`config.mk`:
```
export PLATFORM = sky130hd
export DESIGN_NAME = mss_mode_select_soft_reset_reg
export DESIGN_NICKNAME = d
export VERILOG_FILES = /design/src/mss_pkg.sv /design/src/mss_long_press.sv /design/src/mss_mode_select_soft_reset_reg.sv
export SDC_FILE = /design/constraint.sdc
export NUM_CORES = 1
export LEC_CHECK = 0
export ABC_AREA = 1
export BUFFER_PORTS_ARGS = -buffer_cell sky130_fd_sc_hd__buf_2
export CORE_ASPECT_RATIO = 0.75
export CORE_MARGIN = 2
export CORE_UTILIZATION = 60
export CTS_CLUSTER_DIAMETER = 30
export DETAILED_ROUTE_END_ITERATION = 7
export GPL_TIMING_DRIVEN = 0
export PLACE_DENSITY = 0.83
export SETUP_SLACK_MARGIN = 0.5
export SYNTH_ARGS = -nofsm -noshare
export SYNTH_HDL_FRONTEND = slang
export SYNTH_SLANG_ARGS = --single-unit
```
`constraint.sdc`:
```
create_clock -name clk -period 7.03 [get_ports clk]
set_input_delay 1.406 -clock clk [delete_from_list [all_inputs] [get_ports clk]]
set_output_delay 1.406 -clock clk [all_outputs]
set_load 0.02 [all_outputs]
```
`src/mss_pkg.sv`:
```
/*
 * Package for the mode select / soft reset control register: register
 * offset, field layout, reset value and timing constants.
 * Assumes a 100 MHz logic clock.
 */
`default_nettype none

package mss_pkg;

    localparam logic [7:0] MSS_CTL3_OFFSET = 8'h0C;

    // field positions
    localparam int MSS_MODE_HI_BIT = 4;
    localparam int MSS_MODE_LO_BIT = 3;
    localparam int MSS_SOFT_RESET_TRIGGER_BIT = 2;
    localparam int MSS_TIMER_LSB = 0;

    localparam logic [7:0] MSS_CTL3_RESET = 8'h01;
    localparam logic [1:0] MSS_TIMER_RESET = 2'h1;

    // timing
    localparam int MSS_CLK_PERIOD_NS = 10;
    localparam int MSS_SECOND_NS = 1000000000;
    localparam int MSS_SECOND_CYCLES = MSS_SECOND_NS / MSS_CLK_PERIOD_NS;
    localparam int MSS_TIMER_STEP_S = 4;
    localparam int MSS_RAIL_OFF_US = 1000;
    localparam int MSS_RAIL_OFF_CYCLES = (MSS_RAIL_OFF_US * 1000 + MSS_CLK_PERIOD_NS - 1)
        / MSS_CLK_PERIOD_NS;

    typedef enum logic [1:0] {
        MSS_MODE0 = 2'b00,
        MSS_MODE1 = 2'b01,
        MSS_MODE2 = 2'b10,
        MSS_MODE3 = 2'b11
    } mss_mode_t;

    typedef struct packed {
        logic [2:0] reserved_bits;
        logic mode_select_high_bit;
        logic mode_select_low_bit;
        logic soft_reset_trigger;
        logic [1:0] on_key_long_press_timer;
    } mss_ctl3_t;

    typedef enum logic [0:0] {
        MSS_RAILS_ON = 1'b0,
        MSS_RAILS_OFF = 1'b1
    } mss_rail_state_t;

endpackage : mss_pkg

`default_nettype wire

```
`src/mss_long_press.sv`:
```
/*
 * ON key long-press detector: flags a press held for 4, 8, 12 or 16 s.
 * Assumes the key level is already debounced and synchronous to clk.
 */
`timescale 1ns/100ps
`default_nettype none

module mss_long_press #(
    parameter int SECOND_CYCLES = mss_pkg::MSS_SECOND_CYCLES
) (
    input wire logic clk, // logic clock
    input wire logic rst, // sync reset, active high
    input wire logic on_key_pressed, // key held, active high
    input wire logic [1:0] on_key_long_press_timer, // duration code
    output logic long_press // one-cycle pulse at threshold
);
    import mss_pkg::*;

    initial begin
        if (SECOND_CYCLES < 1 || 64'(SECOND_CYCLES) * 16 >= 64'h80000000)
            $error("mss_long_press: SECOND_CYCLES out of range");
    end

    logic [31:0] count_q, count_d;
    logic fired_q, fired_d;
    logic long_press_q, long_press_d;
    logic [31:0] limit;

    // 00:4s 01:8s 10:12s 11:16s
    always_comb begin
        limit = 32'(({30'h0, on_key_long_press_timer} + 32'h1) * 32'(MSS_TIMER_STEP_S)
            * 32'(SECOND_CYCLES));
        count_d = count_q;
        fired_d = fired_q;
        long_press_d = 1'b0;
        if (!on_key_pressed) begin
            count_d = 32'h0;
            fired_d = 1'b0;
        end else if (!fired_q) begin
            count_d = count_q + 32'h1;
            if (count_d >= limit) begin
                fired_d = 1'b1;
                long_press_d = 1'b1;
            end
        end
    end

    always_ff @(posedge clk) begin
        if (rst) begin
            count_q <= 32'h0;
            fired_q <= 1'b0;
            long_press_q <= 1'b0;
        end else begin
            count_q <= count_d;
            fired_q <= fired_d;
            long_press_q <= long_press_d;
        end
    end

    assign long_press = long_press_q;

endmodule : mss_long_press

`default_nettype wire

```
`src/mss_mode_select_soft_reset_reg.sv`:
```
/*
 * Top level control register three: chip mode selection, self-clearing
 * software reset with regulator cycling, and ON key long-press timer.
 * Assumes the device's serial target engine delivers register accesses as
 * one-cycle strobes with an 8-bit address, synchronous to clk.
 */
// Function
// - With the pin source enable low, the chip mode comes from the two register mode bits.
// - The mode bits, high bit first, decode 00/01/10/11 as mode 0/1/2/3.
// - With the pin source enable high, the chip mode comes from the two mode select pins.
// - Writing one to the soft reset bit returns every other register bit to its default.
// - A soft reset also cycles the regulator outputs off and back on.
// - The soft reset bit clears itself, so it always reads back zero.
// - The long-press timer field picks 4, 8, 12 or 16 s and resets to code 01.
// - Other bits are read/write; the upper three are reserved and default to zero.
`timescale 1ns/100ps
`default_nettype none

module mss_mode_select_soft_reset_reg #(
    parameter int RAIL_OFF_CYCLES = mss_pkg::MSS_RAIL_OFF_CYCLES,
    parameter int SECOND_CYCLES = mss_pkg::MSS_SECOND_CYCLES
) (
    input wire logic clk, // logic clock, 100 MHz
    input wire logic rst, // sync reset, active high
    input wire logic reg_wr, // write strobe, one cycle
    input wire logic reg_rd, // read strobe, one cycle
    input wire logic [7:0] reg_addr, // register address
    input wire logic [7:0] reg_wdata, // write data
    output logic [7:0] reg_rdata, // read data, valid cycle after reg_rd
    input wire logic pin_mode_source_enable, // mode from pins when high
    input wire logic [1:0] mode_select_pin, // external mode pins
    output mss_pkg::mss_mode_t chip_mode, // selected operating mode
    output logic soft_reset_pulse, // one cycle: others to defaults
    output logic rails_enable, // regulator outputs enabled
    input wire logic on_key_pressed, // ON key held, active high
    output logic long_press // long-press detected pulse
);
    import mss_pkg::*;

    initial begin
        if (RAIL_OFF_CYCLES < 1 || RAIL_OFF_CYCLES >= 32'h7FFFFFFF)
            $error("mss: RAIL_OFF_CYCLES out of range");
    end

    mss_ctl3_t ctl_q, ctl_d;
    logic [7:0] rdata_q, rdata_d;
    mss_mode_t mode_q, mode_d;
    logic srst_q, srst_d;
    mss_rail_state_t rail_q, rail_d;
    logic [31:0] rail_cnt_q, rail_cnt_d;
    logic hit;
    logic do_srst;

    assign hit = (reg_addr == MSS_CTL3_OFFSET);
    assign do_srst = reg_wr && hit && reg_wdata[MSS_SOFT_RESET_TRIGGER_BIT];

    // register file
    always_comb begin
        ctl_d = ctl_q;
        rdata_d = rdata_q;
        srst_d = 1'b0;
        if (do_srst) begin
            ctl_d = mss_ctl3_t'(MSS_CTL3_RESET);
            srst_d = 1'b1;
        end else if (reg_wr && hit) begin
            ctl_d = mss_ctl3_t'(reg_wdata);
        end
        ctl_d.soft_reset_trigger = 1'b0;
        if (reg_rd) begin
            rdata_d = hit ? 8'(ctl_q) : 8'h00;
        end
    end

    // mode source select
    always_comb begin
        if (pin_mode_source_enable) begin
            mode_d = mss_mode_t'(mode_select_pin);
        end else begin
            mode_d = mss_mode_t'({ctl_q.mode_select_high_bit,
                ctl_q.mode_select_low_bit});
        end
    end

    // regulator cycling
    always_comb begin
        rail_d = rail_q;
        rail_cnt_d = rail_cnt_q;
        case (rail_q)
            MSS_RAILS_ON: begin
                if (do_srst) begin
                    rail_d = MSS_RAILS_OFF;
                    rail_cnt_d = 32'h0;
                end
            end
            MSS_RAILS_OFF: begin
                rail_cnt_d = rail_cnt_q + 32'h1;
                if (do_srst) begin
                    rail_cnt_d = 32'h0;
                end else if (rail_cnt_d >= 32'(RAIL_OFF_CYCLES)) begin
                    rail_d = MSS_RAILS_ON;
                end
            end
            default: begin
                rail_d = MSS_RAILS_ON;
                rail_cnt_d = 32'h0;
            end
        endcase
    end

    always_ff @(posedge clk) begin
        if (rst) begin
            ctl_q <= mss_ctl3_t'(MSS_CTL3_RESET);
            rdata_q <= 8'h00;
            mode_q <= MSS_MODE0;
            srst_q <= 1'b0;
            rail_q <= MSS_RAILS_ON;
            rail_cnt_q <= 32'h0;
        end else begin
            ctl_q <= ctl_d;
            rdata_q <= rdata_d;
            mode_q <= mode_d;
            srst_q <= srst_d;
            rail_q <= rail_d;
            rail_cnt_q <= rail_cnt_d;
        end
    end

    assign reg_rdata = rdata_q;
    assign chip_mode = mode_q;
    assign soft_reset_pulse = srst_q;
    assign rails_enable = (rail_q == MSS_RAILS_ON);

    mss_long_press #(
        .SECOND_CYCLES(SECOND_CYCLES)
    ) u_long_press (
        .clk(clk),
        .rst(rst),
        .on_key_pressed(on_key_pressed),
        .on_key_long_press_timer(ctl_q.on_key_long_press_timer),
        .long_press(long_press)
    );

endmodule : mss_mode_select_soft_reset_reg

`default_nettype wire

```
==> summary.txt, run 1 <==
skew final -> 0.00793 ns
status -> complete, no violations
Post-CTS Hold Fix Bufs -> 0
cells after synthesis -> 821
Post-Syn Nets -> 879
Rel. slew slack -> 0.540
Via density -> 5.54
CP Max Fanout -> 11
initial antenna violation count -> 0
# IOs -> 37
drt total wl -> 14400 um
final core occ -> 0.684
remaining antenna violation count after routing -> 0
fin crit share -> 0.542
CTS max path bufs -> 2
share of layout cells above drive strength 1 -> 0.116
CTS tree -> done
setup ws final -> 3.22 ns
WHS Endpoint -> ctl_q[5]$_SDFFE_PP0P_
Clk pwr share -> 0.490
Remaining DRCs -> 0
PortBufs -> 35
Via Count -> 5447
Critical Path End Type -> register
CP cell instances -> inv_1 > ha_1 > xor2_1 > inv_1 > ha_1 > a21oi_1 > o21ai_0 > xnor2_1 > ha_1 > a21oi_1 > o21ai_0 > nand4_1 > o211ai_1 > a21oi_1 > nand3_1 > nand2_1 > nand2_1
Max-Cap Viols -> 0
worst path required time -> 7.25 ns
WP data arrival -> 4.03 ns
Hold WC Path Type -> register to register
number of flops mapped to enable cells by yosys -> 0
clk sink count -> 84
Syn Std Cell Area -> 5550 um^2
Sequential Power Share -> 0.479
reg2reg end -> u_long_press.fired_q$_SDFF_PP0_
final setup violation count -> 0
GR Util All Layers -> 0.296
1st-iter DRT viols -> 490
Final GP Congestion -> 1.02
final std cells w/o fill -> 984
Min-Delay Path Depth -> 2
DR WL/cell -> 14.6 um
Int Pwr -> 766 uW
mean post-synth cell area -> 6.76 um^2
switch share -> 0.237
Yosys cell types -> 49
Crit path largest cell delay -> 0.58 ns
Overflow after GRT -> 0
Slew Viols, Final -> 0
Nets -> 925
Clock Latency Late Sink -> 0.35 ns
most frequent cells in the layout -> nand2_1, inv_1, dfxtp_1
cell taking the most area after synthesis -> dfxtp_1
postcts setup bufs -> 0
flops & latches, synth -> 84
core area -> 9010 um^2
commonest non-fill, non-tap cell in the layout -> nand2_1
DP Worst Slack -> 3.32 ns
r2r setup slk -> 3.22 ns
Final Hold Vio Count -> 0
critical path class -> register to register
top_reg_cell synth -> dfxtp_1
n_diodes -> 0
Initial Utilization -> 0.616
Reg2Reg Depth -> 17
Worst setup SP type -> register
Die Footprint -> 10000 um^2
Max rail drop VDD -> 0.110 mV
top post-synthesis cells by area -> dfxtp_1, nand2_1, ha_1, inv_1, nor2_1
largest net degree at the start of global routing -> 16
Async SR Flop Fraction -> 0
clk slew on worst S/H paths -> 0.07 ns
Switch Pwr -> 238 uW
Slew @ Worst Pin -> 0.687 ns
drt first pass iters -> 5
PostCTS Resize Cnt -> 0
H-tree Lvls -> 3
DP Wirelength -> 10900 um
sequential cell area fraction in the yosys report -> 0.303
root buf cell -> clkbuf_16
Area Growth Syn to Fin -> 11.1%
r2r startpoint -> ctl_q[0]$_SDFFE_PP1P_
setup_tns -> 0 ns
static leakage -> 2.64 nW
Die Y-Extent -> 87.3 um
total number of yosys warnings -> 0
first-pass GRT wire length -> 23300 um
Synth top area share -> 0.303
Power, Total -> 1.00 mW
number of global-route vias before repair -> 4957
dpl cells -> 968
Crit-path slowest cell -> dfxtp_1
RSZ-0062 raised after global routing -> false
fin crit period -> 3.81 ns
Fmax -> 0.262 GHz
number of cell rows -> 30
Comb pwr share -> 0.031
die width -> 115 um
CTS Buf Count -> 9
Power Dens Cells -> 163 nW/um^2
HP Start -> ctl_q[5]$_SDFFE_PP0P_
-- how the worst max path moves through the flow --
stage	cells past startpoint	startpoint	endpoint	slack, ns
floorplan	17	ctl_q[0]$_SDFFE_PP1P_	u_long_press.fired_q$_SDFF_PP0_	4.02
global placement	17	ctl_q[0]$_SDFFE_PP1P_	u_long_press.fired_q$_SDFF_PP0_	3.45
detailed placement	17	ctl_q[0]$_SDFFE_PP1P_	u_long_press.fired_q$_SDFF_PP0_	3.32
CTS	17	ctl_q[0]$_SDFFE_PP1P_	u_long_press.fired_q$_SDFF_PP0_	3.29
global route	17	ctl_q[0]$_SDFFE_PP1P_	u_long_press.fired_q$_SDFF_PP0_	2.93
finish	17	ctl_q[0]$_SDFFE_PP1P_	u_long_press.fired_q$_SDFF_PP0_	3.22
-- metrics by stage --
stage                     hold WS [ns]  area (um^2)
after global routing             0.487         6170
after floorplan                  0.439         5550
after detailed placement         0.453         5860
after CTS                        0.463         6170
final                            0.464         6170
after global placement           0.452         5860
-- metal layers --
metal  routed length [um]  vias up  GRT usage
met3                 1180       17     0.0557
met4                  151        0     0.0767
met2                 6200      215      0.470
li1                     -     2725          -
met1                 6870     2490      0.417
met5                    0        -          0
-- state kept, by name (all words and copies together), names as in the netlist --
| signal | count |
|---|---|
| rail_cnt_q | 32 |
| ctl_q | 7 |
| u_long_press.fired_q | 1 |
| u_long_press.count_q | 32 |
| u_long_press.long_press | 1 |
| reg_rdata | 7 |
| soft_reset_pulse | 1 |
| rail_q | 1 |
| chip_mode | 2 |
-- logic make-up after synthesis --
group | Yosys count | share of synthesized area
XOR/XNOR | 42 | 0.0717
other | 1 | 0.000676
AND/OR/NAND/NOR | 446 | 0.365
flip-flops | 84 | 0.303
buffers and inverters | 107 | 0.0749
adder cells (fa/ha/maj) | 34 | 0.0767
AO/OA/AOI/OAI | 106 | 0.106
multiplexers | 1 | 0.00180
-- power groups by stage --
stage / Clock (mW) / Sequential, mW / Combinational, mW
2_1_floorplan: 0 / 0.495 / 0.0130
3_3_place_gp: 0 / 0.491 / 0.0303
3_5_place_dp: 0 / 0.491 / 0.0311
4_1_cts: 0.491 / 0.481 / 0.0312
5_1_grt: 0.508 / 0.481 / 0.0346
6_report: 0.492 / 0.481 / 0.0315
-- area by class of cell --
type | instances | area, um^2
Timing Repair Buffer | 35 | 175
Clock buffer | 9 | 225
Fill cell | 791 | 2840
Tap cell | 112 | 140
Inverter | 93 | 349
Sequential cell | 84 | 1680
Multi-Input combinational cell | 630 | 3450
Buffer | 14 | 66.3
Clock inverter | 7 | 77.6
-- cells in the mapped netlist, types with 7 or more instances --
cell	n
o21ai_0	26
nand3_1	39
a21oi_1	52
clkbuf_1	7
o22ai_1	7
dfxtp_1	84
nor2_1	83
nor2_2	10
inv_1	91
xor2_1	31
ha_1	34
nand2_1	250
xnor2_1	7
nor2_4	8
nand2_2	7
nor3_1	8
nand4_1	15
-- critical path: cells and delay by family (launching register included) --
kind	cells	cell delay [ns]
DFF	1	0.58
AOI/OAI and AO/OA	6	0.94
buffers and inverters	2	0.33
adders and majority gates	3	1.03
xor gates and xnor gates	2	0.38
and+or+nand+nor	4	0.42
Power figures use the tool's default switching activity.
==> run 2, diff against run 1 <==
CORE_UTILIZATION = 55   (was 60)
PLACE_DENSITY = 0.8   (was 0.83)
clock period = 3.4 ns   (was 7.03 ns; I/O delays follow)
==> run 2 against run 1 <==
Maximum frequency up 26%. Register-to-register slack worse by 2.8 ns. First-iteration DRC count down 0.82%. Via count up 1.3%. Final area up 5.5%. Critical path depth up 1. Critical endpoint unchanged.
==> summary.txt, run 2 (synthesis results as in run 1) <==
storage element area -> 1690 um^2 (+0.60%)
clk sink count -> 84 (unchanged)
GR Util All Layers -> 0.265 (-0.0315)
Min-Delay Path Depth -> 2 (unchanged)
Slew Viols, Final -> 0 (unchanged)
drt first pass iters -> 6 (+1)
Reg2Reg Depth -> 18 (+1)
Die Footprint -> 10900 um^2 (+8.7%)
CP most frequent cell -> nand2_1
static leakage -> 2.76 nW (+4.7%)
status -> complete, no violations
Final Instance Area -> 6510 um^2 (+5.5%)
DR WL/cell -> 14.3 um (-2.3%)
critical path class -> register to register
RSZ-0062 raised after global routing -> true
Crit path largest cell delay -> 0.36 ns (-0.22 ns)
Area Growth Syn to Fin -> 17.3%
switch share -> 0.224 (-0.0128)
Final GP Congestion -> 0.936 (-8.1%)
Sequential Power Share -> 0.464 (-0.015)
Via density -> 5.42 (-2.1%)
Power Dens Cells -> 329 nW/um^2 (+100%)
first-pass GRT wire length -> 23200 um (-0.50%)
setup ws final -> 0.372 ns (-2.85 ns)
Remaining DRCs -> 0 (unchanged)
Hold WC Path Type -> register to register
CP Buf/Inv Count -> 3 (+1)
Clk pwr share -> 0.506 (+0.016)
fin crit period -> 3.03 ns (-0.784 ns)
PortBufs -> 35 (unchanged)
r2r startpoint -> ctl_q[0]$_SDFFE_PP1P_
CTS max path bufs -> 2 (unchanged)
setup_tns -> 0 ns (unchanged)
n_diodes -> 0 (unchanged)
initial antenna violation count -> 1 (+1)
CTS tree -> done
Slew @ Worst Pin -> 0.634 ns (-0.0524 ns)
commonest non-fill, non-tap cell in the layout -> nand2_1
CP cell instances -> clkinvlp_4 > ha_4 > xor2_2 > inv_2 > ha_4 > a21oi_4 > inv_2 > nand2_1 > o221ai_2 > ha_1 > a21oi_2 > o21ai_1 > nand4_1 > o211ai_1 > a21oi_2 > nand3_2 > nand2_1 > nand2_1
Rel. slew slack -> 0.576 (+0.0351)
DP Worst Slack -> -0.300 ns (-3.62 ns)
Clock Latency Late Sink -> 0.35 ns (about the same)
Cell Area, Placed -> 5890 um^2 (+0.45%)
Fmax -> 0.330 GHz (+26%)
Worst setup SP type -> register
Final Hold Vio Count -> 0 (unchanged)
r2r setup slk -> 0.37 ns (-2.85 ns)
Max rail drop VDD -> 0.284 mV (+160%)
number of cell rows -> 31 (+3.3%)
core area -> 9740 um^2 (+8.1%)
Die Y-Extent -> 91.0 um (+4.2%)
CP top delay family -> adder cells
Comb pwr share -> 0.030 (about the same)
Crit-path slowest cell -> dfxtp_4
number of fillers in the final layout -> 810 (+2.4%)
# IOs -> 37 (unchanged)
remaining antenna violation count after routing -> 0 (unchanged)
largest net degree at the start of global routing -> 16 (unchanged)
die width -> 120 um (+4.3%)
final core occ -> 0.668 (-0.0160)
final setup violation count -> 0 (unchanged)
DP Wirelength -> 10500 um (-4.5%)
Max-Cap Viols -> 0 (unchanged)
reg2reg end -> u_long_press.fired_q$_SDFF_PP0_
Initial Utilization -> 0.570 (-0.0460)
CP Max Fanout -> 4 (-7)
root buf cell -> clkbuf_16
most frequent cells in the layout -> nand2_1, inv_1, nor2_1
Switch Pwr -> 479 uW (+100%)
Largest regs -> rail_cnt_q: 32 flops, u_long_press.count_q: 32 flops
HP Start -> ctl_q[5]$_SDFFE_PP0P_
Via Count -> 5516 (+1.3%)
drt total wl -> 14600 um (+1.0%)
H-tree Lvls -> 3 (unchanged)
WHS Endpoint -> reg_rdata[5]$_SDFFE_PP0P_
number of global-route vias before repair -> 4787 (-3.4%)
WP data arrival -> 3.25 ns (-0.78 ns)
Overflow after GRT -> 0 (unchanged)
1st-iter DRT viols -> 486 (-0.82%)
Hold WS -> 0.463 ns (-0.000671 ns)
Int Pwr -> 1.66 mW (+120%)
Nets -> 939 (+1.5%)
CTS Buf Count -> 9 (unchanged)
share of layout cells above drive strength 1 -> 0.169 (+0.0535)
Post-CTS Hold Fix Bufs -> 0 (unchanged)
fin crit share -> 0.890 (+0.348)
skew final -> 0.00892 ns (+0.000984 ns)
Critical Path End Type -> register
Multi-input gate area -> 3620 um^2 (+5.0%)
clk slew on worst S/H paths -> 0.07 ns (about the same)
worst path required time -> 3.62 ns (-3.63 ns)
[run 2: cell type report]
cell class,instances,share of cell area
Buffer,14,0.0102
Clock inverter,7,0.0152
Sequential cell,84,0.260
Multi-Input combinational cell,630,0.557
Clock buffer,9,0.0346
Inverter,93,0.0542
Timing Repair Buffer,49,0.0436
Tap cell,132,0.0254
[run 2: worst reg2reg max path, cell delays in order (launching register included)]
cell	delay, ns
dfxtp_4	0.36
clkinvlp_4	0.14
ha_4	0.32
xor2_2	0.18
inv_2	0.07
ha_4	0.17
a21oi_4	0.17
inv_2	0.06
nand2_1	0.09
o221ai_2	0.11
ha_1	0.36
a21oi_2	0.13
o21ai_1	0.07
nand4_1	0.08
o211ai_1	0.13
a21oi_2	0.22
nand3_2	0.13
nand2_1	0.07
nand2_1	0.04
[run 2: routing by layer]
layer  GRT usage  wire (um)  up-vias
met5           0          7        -
met4      0.0588        133        2
met3      0.0628       1580       15
met2       0.375       5960      259
met1       0.403       6870     2492
li1            -          -     2748
[run 2: how the worst max path moves through the flow]
stage                                    startpoint  depth (start not counted)  slack, ns                               to
6_report                      ctl_q[0]$_SDFFE_PP1P_                         18       0.37  u_long_press.fired_q$_SDFF_PP0_
5_1_grt                       ctl_q[0]$_SDFFE_PP1P_                         18       0.25  u_long_press.fired_q$_SDFF_PP0_
4_1_cts        u_long_press.count_q[0]$_SDFFE_PP0N_                         18       0.51  u_long_press.fired_q$_SDFF_PP0_
3_5_place_dp                  ctl_q[0]$_SDFFE_PP1P_                         17      -0.30  u_long_press.fired_q$_SDFF_PP0_
3_3_place_gp                  ctl_q[0]$_SDFFE_PP1P_                         17      -0.22  u_long_press.fired_q$_SDFF_PP0_
2_1_floorplan                 ctl_q[0]$_SDFFE_PP1P_                         17       0.52  u_long_press.fired_q$_SDFF_PP0_
[run 2: power groups by stage]
stage	logic (mW)	clock network [mW]	registers, mW
after global placement	0.0622	0	1.02
after CTS	0.0635	1.09	0.992
after floorplan	0.0268	0	1.02
after global routing	0.0715	1.13	0.993
after detailed placement	0.0624	0	1.02
final	0.0644	1.08	0.993
[run 2: timing repair]
action                     in CTS  in global routing
buffers inserted               10                  4
pin swaps                      13                 15
gates resized for setup        24                 21
setup endpoints to repair       2                  2
[run 2: metrics by stage]
| stage | total power [mW] | cells |
|---|---|---|
| 4_1_cts | 2.14 | 1014 |
| 2_1_floorplan | 1.05 | 821 |
| 3_3_place_gp | 1.08 | 988 |
| 6_report | 2.14 | 1018 |
| 3_5_place_dp | 1.08 | 988 |
| 5_1_grt | 2.19 | 1018 |
==> run 3, diff against run 2 <==
CELL_PAD_IN_SITES_DETAIL_PLACEMENT = 1   (was default)
CELL_PAD_IN_SITES_GLOBAL_PLACEMENT = 1   (was default)
CORE_UTILIZATION = 40   (was 55)
PLACE_DENSITY = 0.81   (was 0.8)
==> run 3 against run 2 <==
Final area is 3.5% higher. Largest cell class unchanged. Critical path type unchanged. Die area is 36% higher. First-iteration DRC count is 40% lower. Sequential power hardly changed.
==> summary.txt, run 3 (synthesis results as in run 1) <==
Reg2Reg Depth -> 18 (unchanged)
fin crit share -> 0.882 (-0.00820)
GR Util All Layers -> 0.246 (-0.0188)
RSZ-0062 raised after global routing -> true
H-tree Lvls -> 3 (unchanged)
Power, Total -> 2.02 mW (-5.4%)
WP data arrival -> 3.22 ns (-0.03 ns)
Power Dens Cells -> 301 nW/um^2 (-8.6%)
Slew Viols, Final -> 0 (unchanged)
Initial Utilization -> 0.408 (-0.162)
Remaining DRCs -> 0 (unchanged)
Post-CTS Hold Fix Bufs -> 0 (unchanged)
Final Hold Vio Count -> 0 (unchanged)
Cell Area, Placed -> 5940 um^2 (+0.91%)
Min-Delay Path Depth -> 2 (unchanged)
commonest non-fill, non-tap cell in the layout -> nand2_1
Via Count -> 5703 (+3.4%)
share of layout cells above drive strength 1 -> 0.193 (+0.0239)
first-pass GRT wire length -> 28700 um (+24%)
largest net degree at the start of global routing -> 16 (unchanged)
Clk pwr share -> 0.475 (-0.031)
setup_tns -> 0 ns (unchanged)
1st-iter DRT viols -> 292 (-40%)
Final GP Congestion -> 0.857 (-8.5%)
CP Max Fanout -> 5 (+1)
drt total wl -> 19300 um (+33%)
number of fillers in the final layout -> 1775 (+120%)
clk slew on worst S/H paths -> 0.07 ns (about the same)
fin crit period -> 3.00 ns (-0.0279 ns)
skew final -> 0.00910 ns (+0.000183 ns)
Clock Latency Late Sink -> 0.36 ns (about the same)
Largest regs -> rail_cnt_q: 32 flops, u_long_press.count_q: 32 flops
storage element area -> 1700 um^2 (+0.44%)
Comb pwr share -> 0.035 (+0.005)
Hold WS -> 0.475 ns (+0.0125 ns)
critical path depth -> 18 (unchanged)
status -> complete, no violations
drt first pass iters -> 5 (-1)
CTS Buf Count -> 9 (unchanged)
Hold WC Path Type -> register to register
switch share -> 0.254 (+0.0303)
CP Buf/Inv Count -> 4 (+1)
DP Worst Slack -> -0.199 ns (+0.101 ns)
Final Instance Area -> 6730 um^2 (+3.5%)
Rel. slew slack -> 0.481 (-0.0947)
# IOs -> 37 (unchanged)
CP cell instances -> clkinvlp_4 > buf_6 > ha_2 > inv_2 > ha_4 > a21oi_4 > inv_2 > nand2_1 > o221ai_2 > ha_4 > a21oi_2 > o21ai_1 > nand4_1 > o211ai_1 > a21oi_2 > nand3_4 > nand2_2 > nand2_1
most frequent cells in the layout -> nand2_1, inv_1, nor2_1
critical path class -> register to register
final core occ -> 0.495 (-0.174)
Fmax -> 0.333 GHz (+0.93%)
Max-Cap Viols -> 0 (unchanged)
HP Start -> ctl_q[6]$_SDFFE_PP0P_
core area -> 13600 um^2 (+40%)
CTS tree -> done
static leakage -> 2.76 nW (-0.12%)
Sequential Power Share -> 0.490 (+0.026)
final std cells w/o fill -> 1060 (+4.1%)
Multi-input gate area -> 3820 um^2 (+5.5%)
Die Y-Extent -> 106 um (+16%)
Overflow after GRT -> 0 (unchanged)
CTS max path bufs -> 2 (unchanged)
n_diodes -> 0 (unchanged)
Switch Pwr -> 514 uW (+7.4%)
clk sink count -> 84 (unchanged)
Critical Path End Type -> register
initial antenna violation count -> 0 (-1)
final setup violation count -> 0 (unchanged)
root buf cell -> clkbuf_16
setup ws final -> 0.400 ns (+0.0279 ns)
worst path required time -> 3.62 ns (about the same)
DR WL/cell -> 18.3 um (+28%)
WHS Endpoint -> reg_rdata[6]$_SDFFE_PP0P_
Crit-path slowest cell -> dfxtp_4
Area Growth Syn to Fin -> 21.4%
PortBufs -> 35 (unchanged)
r2r startpoint -> ctl_q[0]$_SDFFE_PP1P_
dpl cells -> 1031 (+4.4%)
DP Wirelength -> 13200 um (+26%)
die width -> 140 um (+17%)
r2r setup slk -> 0.40 ns (+0.03 ns)
Worst setup SP type -> register
reg2reg end -> u_long_press.fired_q$_SDFF_PP0_
CP top delay family -> compound AO/OA/AOI/OAI gates
Crit path largest cell delay -> 0.37 ns (about the same)
number of cell rows -> 37 (+19%)
Int Pwr -> 1.51 mW (-9.1%)
Slew @ Worst Pin -> 0.776 ns (+0.141 ns)
Die Footprint -> 14800 um^2 (+36%)
Max rail drop VDD -> 0.297 mV (+4.6%)
Nets -> 938 (-0.11%)
remaining antenna violation count after routing -> 0 (unchanged)
Via density -> 5.38 (-0.71%)
number of global-route vias before repair -> 5458 (+14%)
-- run 3: changes by cell type in the layout (fill, tap and decap cells not counted), moves of 3 or more --
| cell | before | now |
|---|---|---|
| nand2_1 | 248 | 243 |
| xor2_2 | 5 | 8 |
| nor2_4 | 8 | 12 |
| nand3_4 | 0 | 3 |
| nand2_2 | 8 | 12 |
| buf_4 | 14 | 10 |
| ha_1 | 28 | 24 |
| ha_4 | 4 | 9 |
| xor2_1 | 28 | 24 |
-- run 3: timing repair --
action | 4_1_cts | 5_1_grt
gates resized for setup | 37 | 51
pin swaps | 13 | 19
endpoints found under the setup margin | 2 | 2
buffers inserted | 8 | 5
-- run 3: final cells by class --
type,count,area share
multi-input combinational,630,0.568
sequential,84,0.252
clock inverter,7,0.00743
inverter,93,0.0524
clock buffer,9,0.0335
buffer,14,0.00985
tap,175,0.0325
timing repair buffer,48,0.0440
-- run 3: power by group through the flow --
stage | Sequential (mW) | Combinational, mW | Clock (mW)
after floorplan | 1.02 | 0.0268 | 0
after global placement | 1.02 | 0.0657 | 0
after detailed placement | 1.02 | 0.0665 | 0
after CTS | 0.992 | 0.0680 | 0.970
after global routing | 0.992 | 0.0760 | 1.01
final | 0.992 | 0.0700 | 0.962
-- run 3: worst max path at each step --
stage | startpoint | to | slack (ns)
global placement | ctl_q[0]$_SDFFE_PP1P_ | u_long_press.fired_q$_SDFF_PP0_ | -0.21
CTS | ctl_q[0]$_SDFFE_PP1P_ | u_long_press.fired_q$_SDFF_PP0_ | 0.50
floorplan | ctl_q[0]$_SDFFE_PP1P_ | u_long_press.fired_q$_SDFF_PP0_ | 0.52
global route | u_long_press.count_q[5]$_SDFFE_PP0N_ | u_long_press.fired_q$_SDFF_PP0_ | 0.27
detailed placement | ctl_q[0]$_SDFFE_PP1P_ | u_long_press.fired_q$_SDFF_PP0_ | -0.20
finish | ctl_q[0]$_SDFFE_PP1P_ | u_long_press.fired_q$_SDFF_PP0_ | 0.40
-- run 3: layer usage --
metal,vias to the layer above,global-route usage,part of all wire
met5,-,0,0
met4,0,0.0614,0.020
met3,32,0.0464,0.061
met2,177,0.356,0.43
met1,2742,0.373,0.49
li1,2752,-,-
-- run 3: tightest hold or removal path, cell delays in order, from the launching register on --
cell	delay (ns)
dfxtp_1	0.32
nand2_1	0.06
a21oi_1	0.05
